===== config.mk =====
export PLATFORM = sky130hd
export DESIGN_NAME = wdrt_top
export DESIGN_NICKNAME = d
export VERILOG_FILES = /design/src/pkg/wdrt_pkg.sv /design/src/core/wdrt_mcycle.sv /design/src/core/wdrt_top.sv
export VERILOG_INCLUDE_DIRS = /design/src /design/src/pkg
export SDC_FILE = /design/constraint.sdc
export NUM_CORES = 1
export LEC_CHECK = 0
export ABC_AREA = 1
export BUFFER_PORTS_ARGS = -buffer_cell sky130_fd_sc_hd__buf_2
export CORE_ASPECT_RATIO = 0.9
export CORE_MARGIN = 3
export CORE_UTILIZATION = 40
export CTS_BUF_LIST = sky130_fd_sc_hd__clkbuf_4 sky130_fd_sc_hd__clkbuf_8 sky130_fd_sc_hd__clkbuf_16
export DETAILED_ROUTE_END_ITERATION = 6
export GPL_TIMING_DRIVEN = 0
export PLACE_DENSITY_LB_ADDON = 0.15
export SLEW_MARGIN = 5
export SYNTH_ARGS = -nofsm -noshare
export SYNTH_HDL_FRONTEND = slang
export SYNTH_HIERARCHICAL = 1
export SYNTH_SLANG_ARGS = --single-unit

===== constraint.sdc =====
create_clock -name core_clk -period 3.25 [get_ports core_clk]
set_clock_uncertainty 0.05 [all_clocks]
set_input_delay 0.65 -clock core_clk [delete_from_list [all_inputs] [get_ports core_clk]]
set_output_delay 0.65 -clock core_clk [all_outputs]
set_load 0.01 [all_outputs]

===== src/pkg/wdrt_defines.svh =====
// constants for the watchdog reset timer: addresses, reset values, timing
`ifndef WDRT_DEFINES_SVH
`define WDRT_DEFINES_SVH

// special function addresses
`define WDRT_ADDR_KEY       8'hae
`define WDRT_ADDR_RELOAD    8'ha6

// key value that holds the watchdog off, also its reset value
`define WDRT_KEY_DISABLE    8'h55

// counter layout
`define WDRT_CNT_W          24
`define WDRT_CNT_RESET      24'h000000
`define WDRT_CNT_ONES       24'hffffff
`define WDRT_LOW_CLEAR      16'h0000

// default machine cycle length in core clock periods
`define WDRT_MC_BASE        4'h4

`endif


===== src/pkg/wdrt_pkg.sv =====
// types shared by the watchdog reset timer files
package wdrt_pkg;

	typedef logic [7:0]  wdrt_byte_t;
	typedef logic [23:0] wdrt_count_t;

	// watchdog run state, gray along off -> run -> fire; the step fire -> off flips both bits
	typedef enum logic [1:0]
	{
		wdrt_off  = 2'b00,
		wdrt_run  = 2'b01,
		wdrt_fire = 2'b11
	} wdrt_state_e;

endpackage


===== src/core/wdrt_mcycle.sv =====
// machine cycle strobe generator: counts core clocks, stretches on waits and stalls
`timescale 1ns/100ps
`default_nettype none
`include "wdrt_defines.svh"

module wdrt_mcycle
	import wdrt_pkg::*;
(
	input  wire logic       core_clk,      // core clock
	input  wire logic       rstn,          // async reset, active low
	input  wire logic       mem_xfer,      // memory transfer this machine cycle
	input  wire logic [3:0] bus_wait_len,  // configured bus cycle length in clocks
	input  wire logic       stall,         // prefetch queue or branch cache stall
	output logic            mc_strobe      // one-cycle pulse per machine cycle
);

	logic [3:0] phase;
	logic [3:0] next_phase;
	logic       next_mc_strobe;
	logic [3:0] target;

	// =====================================================================
	// phase counter
	// =====================================================================
	// length is four, or the bus length when longer during a transfer
	always_comb
	begin
		target = `WDRT_MC_BASE;
		if (mem_xfer && (bus_wait_len > `WDRT_MC_BASE))
			target = bus_wait_len;
		next_phase     = phase;
		next_mc_strobe = 1'b0;
		if (!stall)
		begin
			if (phase + 4'h1 >= target)
			begin
				next_phase     = 4'h0;
				next_mc_strobe = 1'b1;
			end
			else
				next_phase = phase + 4'h1;
		end
	end

	always_ff @(posedge core_clk or negedge rstn)
	begin
		if (!rstn)
		begin
			phase     <= 4'h0;
			mc_strobe <= 1'b0;
		end
		else
		begin
			phase     <= next_phase;
			mc_strobe <= next_mc_strobe;
		end
	end

endmodule
`default_nettype wire


===== src/core/wdrt_top.sv =====
// watchdog reset timer: key and reload registers, 24-bit counter, reset request
// =====================================================================
// Summary of operation
// - while enabled, every counter overflow requests a system reset
// - no counting in idle or power-down mode
// - key 55h disables; any other key enables counting from its write
// - every reset loads the key with 55h
// - counter is 24 bits, counts up, cleared to zero by reset
// - enabled counter advances by one per machine cycle
// - overflow past all ones fires reset and restores key 55h
// - reload write sets upper byte, clears lower sixteen bits
// - machine cycle is four clocks, longer with longer bus cycles
// - prefetch or branch cache stall stretches the machine cycle
// - key at special address aeh, reload at a6h, both written
// =====================================================================
`timescale 1ns/100ps
`default_nettype none
`include "wdrt_defines.svh"

module wdrt_top
	import wdrt_pkg::*;
(
	input  wire logic       core_clk,      // core clock, 200 MHz
	input  wire logic       rstn,          // async system reset, active low
	input  wire logic       sfr_wr,        // special function register write strobe
	input  wire logic [7:0] sfr_addr,      // special function register address
	input  wire logic [7:0] sfr_wdata,     // write data
	input  wire logic       idle_mode,     // core in idle mode
	input  wire logic       powerdown_mode,// core in power-down mode
	input  wire logic       mem_xfer,      // memory transfer in this machine cycle
	input  wire logic [3:0] bus_wait_config,// bus cycle length in clocks
	input  wire logic       prefetch_stall,// prefetch queue or branch cache stall
	output logic            wd_reset_req,  // one-cycle system reset request
	output logic            wd_enabled,    // key not 55h
	output logic [23:0]     wd_count       // counter value
);

	wdrt_byte_t  watchdog_key;
	wdrt_byte_t  next_watchdog_key;
	wdrt_count_t watchdog_counter;
	wdrt_count_t next_watchdog_counter;
	wdrt_state_e state;
	wdrt_state_e next_state;
	logic        next_reset_req;
	logic        mc_strobe;
	logic        key_wr;
	logic        reload_wr;
	logic        enabled;
	logic        next_enabled;

	// decode of the two write-only addresses
	function automatic logic addr_hit(input logic [7:0] a, input logic [7:0] target);
		addr_hit = (a == target);
	endfunction

	// =====================================================================
	// machine cycle timing
	// =====================================================================
	// strobe from core
	wdrt_mcycle u_mcycle
	(
		.core_clk     (core_clk),
		.rstn         (rstn),
		.mem_xfer     (mem_xfer),
		.bus_wait_len (bus_wait_config),
		.stall        (prefetch_stall),
		.mc_strobe    (mc_strobe)
	);

	// =====================================================================
	// register writes and counter
	// =====================================================================
	// register address decode
	assign key_wr    = sfr_wr && addr_hit(sfr_addr, `WDRT_ADDR_KEY);
	assign reload_wr = sfr_wr && addr_hit(sfr_addr, `WDRT_ADDR_RELOAD);
	assign enabled   = (watchdog_key != `WDRT_KEY_DISABLE);

	// next key, counter and state; reload beats a same-cycle increment
	always_comb
	begin
		next_watchdog_key     = watchdog_key;
		next_watchdog_counter = watchdog_counter;
		next_state            = state;
		next_reset_req        = 1'b0;
		if (key_wr)
			next_watchdog_key = sfr_wdata;
		case (state)
			wdrt_off:
			begin
				if (enabled)
					next_state = wdrt_run;
			end
			wdrt_run:
			begin
				if (!enabled)
					next_state = wdrt_off;
				else if (mc_strobe && !idle_mode && !powerdown_mode && !reload_wr)
				begin
					if (watchdog_counter == `WDRT_CNT_ONES)
					begin
						next_state        = wdrt_fire;
						next_watchdog_key = `WDRT_KEY_DISABLE;
						next_reset_req    = 1'b1;
					end
					next_watchdog_counter = watchdog_counter + 24'h000001;
				end
			end
			wdrt_fire:
			begin
				next_state = wdrt_off;
			end
			default:
			begin
				next_state = wdrt_off;
			end
		endcase
		if (reload_wr)
			next_watchdog_counter = {sfr_wdata, `WDRT_LOW_CLEAR};
		// enable flag follows the key that will be stored
		next_enabled = (next_watchdog_key != `WDRT_KEY_DISABLE);
	end

	// only registers; key and counter reset with every system reset
	always_ff @(posedge core_clk or negedge rstn)
	begin
		if (!rstn)
		begin
			watchdog_key     <= `WDRT_KEY_DISABLE;
			watchdog_counter <= `WDRT_CNT_RESET;
			state            <= wdrt_off;
			wd_reset_req     <= 1'b0;
			wd_enabled       <= 1'b0;
			wd_count         <= `WDRT_CNT_RESET;
		end
		else
		begin
			watchdog_key     <= next_watchdog_key;
			watchdog_counter <= next_watchdog_counter;
			state            <= next_state;
			wd_reset_req     <= next_reset_req;
			wd_enabled       <= next_enabled;
			wd_count         <= next_watchdog_counter;
		end
	end

endmodule
`default_nettype wire


==> results of run 1 <==
-- logic make-up after synthesis --
kind of cell | Yosys count | share of synthesized area
AOI/OAI and AO/OA | 58 | 0.127
and+or+nand+nor | 167 | 0.329
DFF | 41 | 0.398
adders and majority gates | 6 | 0.0290
xor gates and xnor gates | 5 | 0.0169
muxes | 1 | 0.00387
buffers and inverters | 65 | 0.0967
-- worst paths after layout --
check,end,slack (ns),depth (start not counted)
hold reg to reg,state[0],0.38,1
hold / removal,state[0],0.38,1
max in group asynchronous,watchdog_counter[17],2.11,1
setup / recovery,u_mcycle/phase[3],1.36,12
setup reg to reg,u_mcycle/phase[3],1.36,12
min in group asynchronous,watchdog_counter[2],0.44,1
-- metrics by stage --
step	power, W	area [um^2]	utilization	hold WS [ns]
after floorplan	0.00106	2590	-	0.304
after global placement	0.00123	2960	0.478	0.381
after detailed placement	0.00124	2960	0.478	0.373
after CTS	0.00169	3080	0.498	0.386
after global routing	0.00179	3080	0.498	0.427
final	0.00167	3080	0.498	0.381
-- power by group through the flow --
stage                     clock network (W)  registers, W  logic, W
final                              0.000438      0.000692  0.000544
after global routing               0.000472      0.000707  0.000614
after CTS                          0.000451      0.000692  0.000546
after detailed placement                  0      0.000703  0.000542
after global placement                    0      0.000701  0.000529
after floorplan                           0      0.000708  0.000357
-- flip-flops by register name, summed over array words and instances, names as in the netlist --
name,flops
watchdog_counter,24
watchdog_key,8
u_mcycle/phase,4
state,2
u_mcycle/mc_strobe,1
wd_enabled,1
wd_reset_req,1
-- synthesized netlist by cell type --
| cell | count | area share |
|---|---|---|
| sky130_fd_sc_hd__nor3_2 | 3 | 0.012 |
| sky130_fd_sc_hd__nand2_2 | 3 | 0.0073 |
| sky130_fd_sc_hd__nor3b_1 | 1 | 0.0029 |
| sky130_fd_sc_hd__or2_2 | 2 | 0.0048 |
| sky130_fd_sc_hd__a21oi_1 | 10 | 0.019 |
| sky130_fd_sc_hd__inv_1 | 55 | 0.080 |
| sky130_fd_sc_hd__nor2_1 | 22 | 0.032 |
| sky130_fd_sc_hd__o31ai_1 | 1 | 0.0029 |
| sky130_fd_sc_hd__o21ai_1 | 16 | 0.031 |
| sky130_fd_sc_hd__buf_2 | 2 | 0.0039 |
| sky130_fd_sc_hd__xor2_1 | 4 | 0.014 |
| sky130_fd_sc_hd__nand3_1 | 20 | 0.039 |
| sky130_fd_sc_hd__o22ai_1 | 3 | 0.0073 |
| sky130_fd_sc_hd__nand4_4 | 1 | 0.0082 |
| sky130_fd_sc_hd__nor2_2 | 4 | 0.0097 |
| sky130_fd_sc_hd__nand2_1 | 83 | 0.12 |
| sky130_fd_sc_hd__o21bai_1 | 3 | 0.0087 |
| sky130_fd_sc_hd__or2_1 | 1 | 0.0024 |
| sky130_fd_sc_hd__and2_1 | 2 | 0.0048 |
| sky130_fd_sc_hd__mux2i_1 | 1 | 0.0039 |
| sky130_fd_sc_hd__clkbuf_1 | 1 | 0.0014 |
| sky130_fd_sc_hd__inv_2 | 5 | 0.0073 |
| sky130_fd_sc_hd__nand2_4 | 2 | 0.0087 |
| sky130_fd_sc_hd__xnor2_1 | 1 | 0.0034 |
| sky130_fd_sc_hd__buf_4 | 1 | 0.0029 |
| sky130_fd_sc_hd__nand3_4 | 1 | 0.0068 |
| sky130_fd_sc_hd__nor2_8 | 1 | 0.0077 |
| sky130_fd_sc_hd__o21ai_0 | 15 | 0.029 |
| sky130_fd_sc_hd__nand4_1 | 9 | 0.022 |
| sky130_fd_sc_hd__ha_1 | 6 | 0.029 |
| sky130_fd_sc_hd__dfrtp_1 | 37 | 0.36 |
| sky130_fd_sc_hd__nor3_1 | 5 | 0.0097 |
| sky130_fd_sc_hd__dfstp_2 | 4 | 0.041 |
| sky130_fd_sc_hd__nand3_2 | 2 | 0.0077 |
| sky130_fd_sc_hd__nor2_4 | 4 | 0.017 |
| sky130_fd_sc_hd__a31oi_1 | 3 | 0.0073 |
| sky130_fd_sc_hd__a32o_1 | 1 | 0.0039 |
| sky130_fd_sc_hd__clkinv_1 | 1 | 0.0014 |
| sky130_fd_sc_hd__o211ai_1 | 6 | 0.017 |
| sky130_fd_sc_hd__nor3_4 | 1 | 0.0063 |
-- per-layer routing --
layer  up-vias  GRT usage  share of wire
met1      1081      0.245           0.48
met5         -          0              0
met4         0     0.0708          0.023
met3        14     0.0362          0.049
met2        57      0.288           0.45
li1       1237          -              -
-- cell type report --
type,instances,area (um^2),area share
multi-input cells,237,1310,0.425
flip-flops and latches,41,1030,0.335
repair buffers,52,260,0.0846
inverters,61,229,0.0744
well taps,87,109,0.0354
clock buffers,7,90.1,0.0293
clock inverters,1,30.0,0.00976
plain buffers,4,21.3,0.00691
-- worst max-delay path: stages (launching register included) --
cell	delay, ns
sky130_fd_sc_hd__dfrtp_1	0.46
sky130_fd_sc_hd__ha_1	0.24
sky130_fd_sc_hd__inv_1	0.05
sky130_fd_sc_hd__nand2_1	0.05
sky130_fd_sc_hd__and2_1	0.14
sky130_fd_sc_hd__ha_1	0.30
sky130_fd_sc_hd__nand2_1	0.07
sky130_fd_sc_hd__inv_1	0.03
sky130_fd_sc_hd__nand2_1	0.05
sky130_fd_sc_hd__nand3_1	0.15
sky130_fd_sc_hd__nand2_1	0.12
sky130_fd_sc_hd__nand2_1	0.06
sky130_fd_sc_hd__inv_1	0.04
==> results.sh, run 1 <==
export IMPL_layout_filler_cells=592
export IMPL_drt_initial_drc_count=124
export IMPL_die_area_mm2=0.00747
export IMPL_clock_power_share=0.261
export IMPL_finalSetupViolations=0
export IMPL_relSlewSlack=0.368
export IMPL_clock_sink_count=41
export IMPL_wp_data_required_ns=3.44
export IMPL_minimum_setup_slack_after_placement_ns=1.12
export IMPL_p_per_area_mw_per_mm2=544
export IMPL_grt_max_degree=42
export IMPL_die_y_um=82.3
export IMPL_pwr_share_seq=0.414
export IMPL_setup_tns_final_ns=0
export IMPL_ir_worst_vdd_uv=304
export IMPL_route_final_wire_length_um=6310
export IMPL_sequential_to_total_area_share_from_yosys_stat=0.398
export IMPL_first_global_vias=2293
export IMPL_clock_latency_reported_for_the_late_side_of_the_worst_skew_pair_ns=0.30
export IMPL_post_route_worst_setup_slack_ns=1.36
export IMPL_crit_type="flip-flop to flip-flop"
export IMPL_outcome="finished, final reports clean"
export IMPL_worst_ep_arrival_time_ns=2.08
export IMPL_worst_setup_path_start_kind="flip-flop"
export IMPL_grt_first_pass_wirelength_um=10800
export IMPL_rows=27
export IMPL_unrepaired_setup_endpoints_after_global_routing="no"
export IMPL_cts_root_buffer_cell="sky130_fd_sc_hd__clkbuf_8"
export IMPL_cts_buffer_depth=2
export IMPL_finish_net_count=435
export IMPL_mostFrequentLayoutCells="sky130_fd_sc_hd__nand2_1, sky130_fd_sc_hd__inv_1, sky130_fd_sc_hd__buf_2"
export IMPL_portBuffers=52
export IMPL_dp_cells=482
export IMPL_drt_pass1_iterations=4
export IMPL_hold_path_class="flip-flop to flip-flop"
export IMPL_switching_power_w=0.000596
export IMPL_clock_tree_htree_level_count=2
export IMPL_vias_after_detailed_routing=2389
export IMPL_switching_share=0.356
export IMPL_hold_buffers=0
export IMPL_maxCapViolations=0
export IMPL_synthCells=343
export IMPL_final_period_utilization=0.580
export IMPL_area_growth_syn_to_layout_pct=18.9
export IMPL_intPower_w=0.00108
export IMPL_leakage_power_nw=1.66
export IMPL_worstSetupEndpointType="flip-flop"
export IMPL_synth_warnings=6
export IMPL_power_frac_comb=0.325
export IMPL_timing_critical_path_from="u_mcycle/phase[0]"
export IMPL_final_common_cell="sky130_fd_sc_hd__nand2_1"
export IMPL_syn_avg_cell_area_um2=7.55
export IMPL_ios=53
export IMPL_core_region_area_mm2=0.00618
export IMPL_drv_slew=0
export IMPL_max_slew_worst_pin_slew_ns=0.948
export IMPL_max_freq_ghz=0.530
export IMPL_route_detailed_drc=0
export IMPL_die_width_um=90.8
export IMPL_post_cts_repair_setup_buffers=0
export IMPL_final_antenna_net_count=0
export IMPL_layout_min_cycle_time_ns=1.89
export IMPL_seq_cells_post_synth=41
export IMPL_timing_hold_violations_final=0
export IMPL_critical_path_peak_fanout=6
export IMPL_dp_hpwl_um=4930
export IMPL_r2r_start="u_mcycle/phase[0]"
export IMPL_post_drt_via_cell_ratio=4.88
export IMPL_gpl_final_weighted_congestion=0.818
export IMPL_clock_transition_at_the_registers_of_the_reported_paths_ns=0.08
export IMPL_tritoncts_clock_tree="done"
export IMPL_antennaDiodeCount=0
export IMPL_grt_antenna_before_repair=0
export IMPL_cts_buffers=5
export IMPL_initial_utilization=0.419
export IMPL_drive_gt1_frac=0.238
export IMPL_synth_cell_area_mm2=0.00259
export IMPL_instances_no_fill=490
export IMPL_cts_repair_resized=0
export IMPL_hold_path_startpoint="state[1]"
export IMPL_global_route_usage_total=0.181
export IMPL_syn_nets=376
export IMPL_synth_cell_type_count=40
export IMPL_post_drt_wl_per_cell_um=12.9
export IMPL_globalRoute_totalOverflow=0
Power figures use the tool's default switching activity.
==> inputs of run 2 (changes only) <==
Clock period 3.25 ns to 1.66 ns, I/O delays scaled along.
==> run 2 against run 1 <==
Net effect: sequential share of layout area fell by 2.5 points; global-route usage rose by 0.33 points; highest routed layer unchanged; critical path type unchanged; critical endpoint unchanged; the run now ends with setup timing left; sequential cell count did not move; die area did not move; cell area rose by 8.6%.
==> results.sh, run 2 (synthesis results as in run 1) <==
export IMPL_grt_first_pass_wirelength_um=11000
export IMPL_finish_net_count=450
export IMPL_hold_path_class="input pin to async pin"
export IMPL_critical_path_peak_fanout=4
export IMPL_cpMaxStageDelayCell="sky130_fd_sc_hd__dfrtp_2"
export IMPL_die_width_um=90.8
export IMPL_cts_buffer_depth=2
export IMPL_post_drt_wl_per_cell_um=13.4
export IMPL_maxCapViolations=0
export IMPL_clock_transition_at_the_registers_of_the_reported_paths_ns=0.08
export IMPL_initial_utilization=0.419
export IMPL_drv_slew=0
export IMPL_die_y_um=82.3
export IMPL_tritoncts_clock_tree="done"
export IMPL_mostFrequentLayoutCells="sky130_fd_sc_hd__nand2_1, sky130_fd_sc_hd__buf_2, sky130_fd_sc_hd__inv_1"
export IMPL_drt_initial_drc_count=137
export IMPL_rr_endpoint="u_mcycle/phase[3]"
export IMPL_crit_type="flip-flop to flip-flop"
export IMPL_worstSetupEndpointType="flip-flop"
export IMPL_violations="setup timing"
export IMPL_hold_buffers=0
export IMPL_crit_buf_inv=2
export IMPL_grt_max_degree=42
export IMPL_vias_after_detailed_routing=2501
export IMPL_relSlewSlack=0.389
export IMPL_worst_setup_path_start_kind="flip-flop"
export IMPL_area_growth_syn_to_layout_pct=29.1
export IMPL_ios=53
export IMPL_unrepaired_setup_endpoints_after_global_routing="yes"
export IMPL_route_detailed_drc=0
export IMPL_max_freq_ghz=0.593
export IMPL_cts_buffers=5
export IMPL_global_route_usage_total=0.184
export IMPL_grt_antenna_before_repair=0
export IMPL_largest_register="watchdog_counter"
export IMPL_post_drt_via_cell_ratio=4.95
export IMPL_largest_register_ff_count=24
export IMPL_clock_sink_count=41
export IMPL_power_w=0.00344
export IMPL_finalSetupViolations=4
export IMPL_leakage_power_nw=1.75
export IMPL_dp_hpwl_um=4920
export IMPL_antennaDiodeCount=0
export IMPL_drt_pass1_iterations=4
export IMPL_final_period_utilization=1.02
export IMPL_drive_gt1_frac=0.361
export IMPL_core_region_area_mm2=0.00618
export IMPL_wp_data_required_ns=1.81
export IMPL_gpl_final_weighted_congestion=0.816
export IMPL_final_common_cell="sky130_fd_sc_hd__nand2_1"
export IMPL_p_per_area_mw_per_mm2=1030
export IMPL_portBuffers=52
export IMPL_post_route_worst_setup_slack_ns=-0.0267
export IMPL_final_antenna_net_count=0
export IMPL_worst_hold_slack_ns=0.110
export IMPL_reg2reg_setup_slack_ns=-0.03
export IMPL_minimum_setup_slack_after_placement_ns=-0.166
export IMPL_first_global_vias=2328
export IMPL_outcome="finished with violations"
export IMPL_worst_r2r_path_depth=10
export IMPL_die_area_mm2=0.00747
export IMPL_worst_ep_arrival_time_ns=1.83
export IMPL_clock_latency_reported_for_the_late_side_of_the_worst_skew_pair_ns=0.30
export IMPL_reg_top3="watchdog_counter: 24 flops, watchdog_key: 8 flops, u_mcycle/phase: 4 flops"
export IMPL_timing_hold_violations_final=0
export IMPL_layout_min_cycle_time_ns=1.69
export IMPL_max_slew_worst_pin_slew_ns=0.916
export IMPL_clock_tree_htree_level_count=2
export IMPL_rows=27
export IMPL_globalRoute_totalOverflow=0
export IMPL_cts_root_buffer_cell="sky130_fd_sc_hd__clkbuf_8"
export IMPL_critical_path_cell_chain="ha_4 > inv_2 > nand2_2 > and2_4 > ha_4 > nand4_1 > nand3_4 > nand2_4 > nand2_2 > inv_2"
export IMPL_slowest_delay_ns=0.45
export IMPL_r2r_start="u_mcycle/phase[0]"
export IMPL_critical_path_top_delay_family="simple AND/OR/NAND/NOR gates"
export IMPL_route_final_wire_length_um=6780
export IMPL_ir_worst_vdd_uv=523
## run 2: cell count changes in the layout (fill, tap and decap cells not counted), sizes merged
cell      before  now
bufinv         1    0
clkinvlp       0    2
buf           55   70
clkinv         1    0
inv           60   61
clkbuf         8    7
## run 2: metrics by stage
stage / utilization / TNS (ns) / cells / instance area [um^2]
2_1_floorplan: - / 0 / 343 / 2590
3_3_place_gp: 0.479 / -3.03 / 482 / 2960
3_5_place_dp: 0.479 / -3.02 / 482 / 2960
4_1_cts: 0.510 / -0.128 / 497 / 3150
5_1_grt: 0.541 / -1.62 / 505 / 3340
6_report: 0.541 / -0.0644 / 505 / 3340
## run 2: power by group
part	internal (W)	leakage (nW)	total, W	switching, W
registers	0.00118	0.480	0.00136	0.000185
clock network	0.000313	0.0408	0.000684	0.000371
logic	0.000611	1.23	0.00140	0.000784
## run 2: cell type report
cell class	count	area [um^2]
buffer	4	31.3
clock buffer	6	76.3
clock inverter	2	15.0
fill	600	2840
inverter	61	234
multi-input combinational	237	1460
sequential	41	1030
tap	87	109
timing repair buffer	67	384
## run 2: how the worst max path moves through the flow
| stage | from | to | slack (ns) | cells after the start |
|---|---|---|---|---|
| floorplan | watchdog_counter[0] | wd_enabled | 0.008 | 12 |
| global placement | idle_mode | watchdog_counter[17] | -0.20 | 7 |
| detailed placement | idle_mode | watchdog_counter[17] | -0.17 | 7 |
| CTS | u_mcycle/phase[0] | u_mcycle/phase[3] | -0.04 | 12 |
| global route | watchdog_counter[1] | wd_enabled | -0.13 | 12 |
| finish | u_mcycle/phase[0] | u_mcycle/phase[3] | -0.03 | 10 |
## run 2: per-layer routing
metal  global-route usage  vias to the layer above  part of all wire
met3               0.0408                        5             0.054
met1                0.249                     1173              0.47
met4               0.0422                        0            0.0065
li1                     -                     1260                 -
met2                0.306                       63              0.47
met5                    0                        -                 0
## run 2: repair_timing
item	in CTS	in global routing
hold endpoints to repair	0	0
setup buffers	7	8
endpoints found under the setup margin	19	31
pin swaps	5	22
resized for setup	14	43
cloned	0	0
==> inputs of run 3 (changes only) <==
Clock period 1.66 ns to 1.35 ns, I/O delays scaled along.
==> run 3 against run 2 <==
Net effect: largest power group unchanged; largest cell class unchanged; clock power increased by 27%; the flow still finishes with violations (setup timing); combinational power increased by 24%; count of clock-buffer cells in the layout increased by 2; hold slack got worse by 0.051 ns; die area unchanged; core utilization increased by 6.6 points; sequential cell count unchanged; worst setup slack got worse by 0.33 ns.
==> results.sh, run 3 (synthesis results as in run 1) <==
export IMPL_outcome="finished with violations"
export IMPL_violations="setup timing"
export IMPL_grt_met1_usage=0.246
export IMPL_utilization=0.606
export IMPL_wp_data_required_ns=1.52
export IMPL_crit_type="flip-flop to flip-flop"
export IMPL_grt_first_pass_wirelength_um=11000
export IMPL_clock_sink_count=41
export IMPL_drv_slew=0
export IMPL_switching_power_w=0.00158
export IMPL_route_detailed_drc=0
export IMPL_cts_buffers=5
export IMPL_grt_antenna_before_repair=0
export IMPL_reg_top3="watchdog_counter: 24 flops, watchdog_key: 8 flops, u_mcycle/phase: 4 flops"
export IMPL_grt_max_degree=42
export IMPL_vias_after_detailed_routing=2559
export IMPL_layout_min_cycle_time_ns=1.71
export IMPL_ios=53
export IMPL_crit_buf_inv=2
export IMPL_post_drt_via_cell_ratio=4.90
export IMPL_intPower_w=0.00269
export IMPL_dp_hpwl_um=4820
export IMPL_worst_ep_arrival_time_ns=1.88
export IMPL_clock_power_share=0.204
export IMPL_cts_root_buffer_cell="sky130_fd_sc_hd__clkbuf_8"
export IMPL_cts_buffer_depth=2
export IMPL_setup_tns_final_ns=-8.77
export IMPL_layout_filler_cells=570
export IMPL_first_global_vias=2334
export IMPL_area_growth_syn_to_layout_pct=44.8
export IMPL_initial_utilization=0.419
export IMPL_power_w=0.00427
export IMPL_drt_initial_drc_count=95
export IMPL_max_slew_worst_pin_slew_ns=0.926
export IMPL_global_route_usage_total=0.184
export IMPL_die_y_um=82.3
export IMPL_drt_pass1_iterations=5
export IMPL_die_area_mm2=0.00747
export IMPL_global_routing_usage_on_met2=0.318
export IMPL_power_frac_comb=0.405
export IMPL_antennaDiodeCount=0
export IMPL_minimum_setup_slack_after_placement_ns=-0.450
export IMPL_busiest_layer_in_global_routing="met2"
export IMPL_post_drt_wl_per_cell_um=13.6
export IMPL_worst_setup_path_start_kind="flip-flop"
export IMPL_clock_transition_at_the_registers_of_the_reported_paths_ns=0.08
export IMPL_final_period_utilization=1.27
export IMPL_final_antenna_net_count=0
export IMPL_tritoncts_clock_tree="done"
export IMPL_gpl_final_weighted_congestion=0.838
export IMPL_hold_path_class="input pin to async pin"
export IMPL_finalSetupViolations=40
export IMPL_maxCapViolations=0
export IMPL_largest_register_ff_count=24
export IMPL_max_freq_ghz=0.585
export IMPL_worst_hold_slack_ns=0.0592
export IMPL_timing_hold_violations_final=0
export IMPL_ir_worst_vdd_uv=668
export IMPL_route_final_wire_length_um=7080
export IMPL_clock_tree_htree_level_count=2
export IMPL_mostFrequentLayoutCells="sky130_fd_sc_hd__nand2_1, sky130_fd_sc_hd__buf_2, sky130_fd_sc_hd__inv_1"
export IMPL_largest_register="watchdog_counter"
export IMPL_portBuffers=52
export IMPL_hold_buffers=0
export IMPL_critical_path_cell_chain="ha_4 > nand2_4 > nor2_4 > nand2_4 > buf_4 > buf_6 > nor2_4 > nand4_1 > xor2_1 > o21bai_1"
export IMPL_global_route_usage_met3=0.0344
export IMPL_die_width_um=90.8
export IMPL_critical_path_top_delay_family="simple AND/OR/NAND/NOR gates"
export IMPL_globalRoute_totalOverflow=0
export IMPL_p_per_area_mw_per_mm2=1140
export IMPL_rows=27
export IMPL_slowest_delay_ns=0.42
export IMPL_final_common_cell="sky130_fd_sc_hd__nand2_1"
export IMPL_relSlewSlack=0.383
export IMPL_leakage_power_nw=1.89
export IMPL_clock_latency_reported_for_the_late_side_of_the_worst_skew_pair_ns=0.29
export IMPL_core_region_area_mm2=0.00618
export IMPL_cpMaxStageDelayCell="sky130_fd_sc_hd__dfrtp_1"
export IMPL_post_route_worst_setup_slack_ns=-0.359
export IMPL_switching_share=0.371
export IMPL_worstSetupEndpointType="flip-flop"
export IMPL_pwr_share_seq=0.390
export IMPL_unrepaired_setup_endpoints_after_global_routing="yes"
export IMPL_finish_net_count=467
export IMPL_critical_path_peak_fanout=3
export IMPL_drive_gt1_frac=0.467
-- run 3: cell types whose count changed in the layout (fill, tap and decap cells not counted), sizes merged --
| cell | change |
|---|---|
| clkinv | +1 |
| clkinvlp | -2 |
| clkbuf | +2 |
| nand2 | +1 |
| buf | +16 |
| inv | -1 |
-- run 3: cell type report --
type / instances / area (um^2) / share of cell area
Buffer: 4 / 31.3 / 0.00835
Timing Repair Buffer: 83 / 557 / 0.149
Inverter: 61 / 249 / 0.0664
Multi-Input combinational cell: 238 / 1660 / 0.444
Clock buffer: 8 / 97.6 / 0.0260
Tap cell: 87 / 109 / 0.0290
Sequential cell: 41 / 1040 / 0.277
-- run 3: metal layers --
| layer | routed length [um] | share of wire | vias up |
|---|---|---|---|
| li1 | - | - | 1305 |
| met1 | 3230 | 0.46 | 1208 |
| met2 | 3530 | 0.50 | 44 |
| met3 | 302 | 0.043 | 2 |
| met4 | 27 | 0.0038 | 0 |
| met5 | 0 | 0 | - |
-- run 3: what timing repair did --
item	in CTS	in global routing
resized for setup	43	70
pin swaps	13	25
buffers inserted	12	17
gates cloned	3	0
endpoints found under the setup margin	40	42
-- run 3: path summary, 6_finish.rpt --
path                       slack (ns)  cells past startpoint              endpoint                start
max                             -0.36                     10  watchdog_counter[18]  watchdog_counter[0]
min                              0.06                      1   watchdog_counter[6]                 rstn
max reg2reg                     -0.36                     10  watchdog_counter[18]  watchdog_counter[0]
min reg2reg                      0.39                      1              state[0]             state[1]
max in group asynchronous        0.56                      1  watchdog_counter[12]                 rstn
min in group core_clk            0.19                      3  watchdog_counter[19]         sfr_wdata[3]
-- run 3: stage by stage --
step | instance area [um^2] | cells
floorplan | 2630 | 343
global placement | 3000 | 482
detailed placement | 3000 | 482
CTS | 3340 | 505
global route | 3750 | 522
finish | 3750 | 522
-- run 3: power groups by stage --
stage | combinational (W) | clock (W) | sequential, W
2_1_floorplan | 0.000890 | 0 | 0.00171
3_3_place_gp | 0.00130 | 0 | 0.00169
3_5_place_dp | 0.00131 | 0 | 0.00170
4_1_cts | 0.00142 | 0.000888 | 0.00166
5_1_grt | 0.00195 | 0.000941 | 0.00170
6_report | 0.00173 | 0.000872 | 0.00167
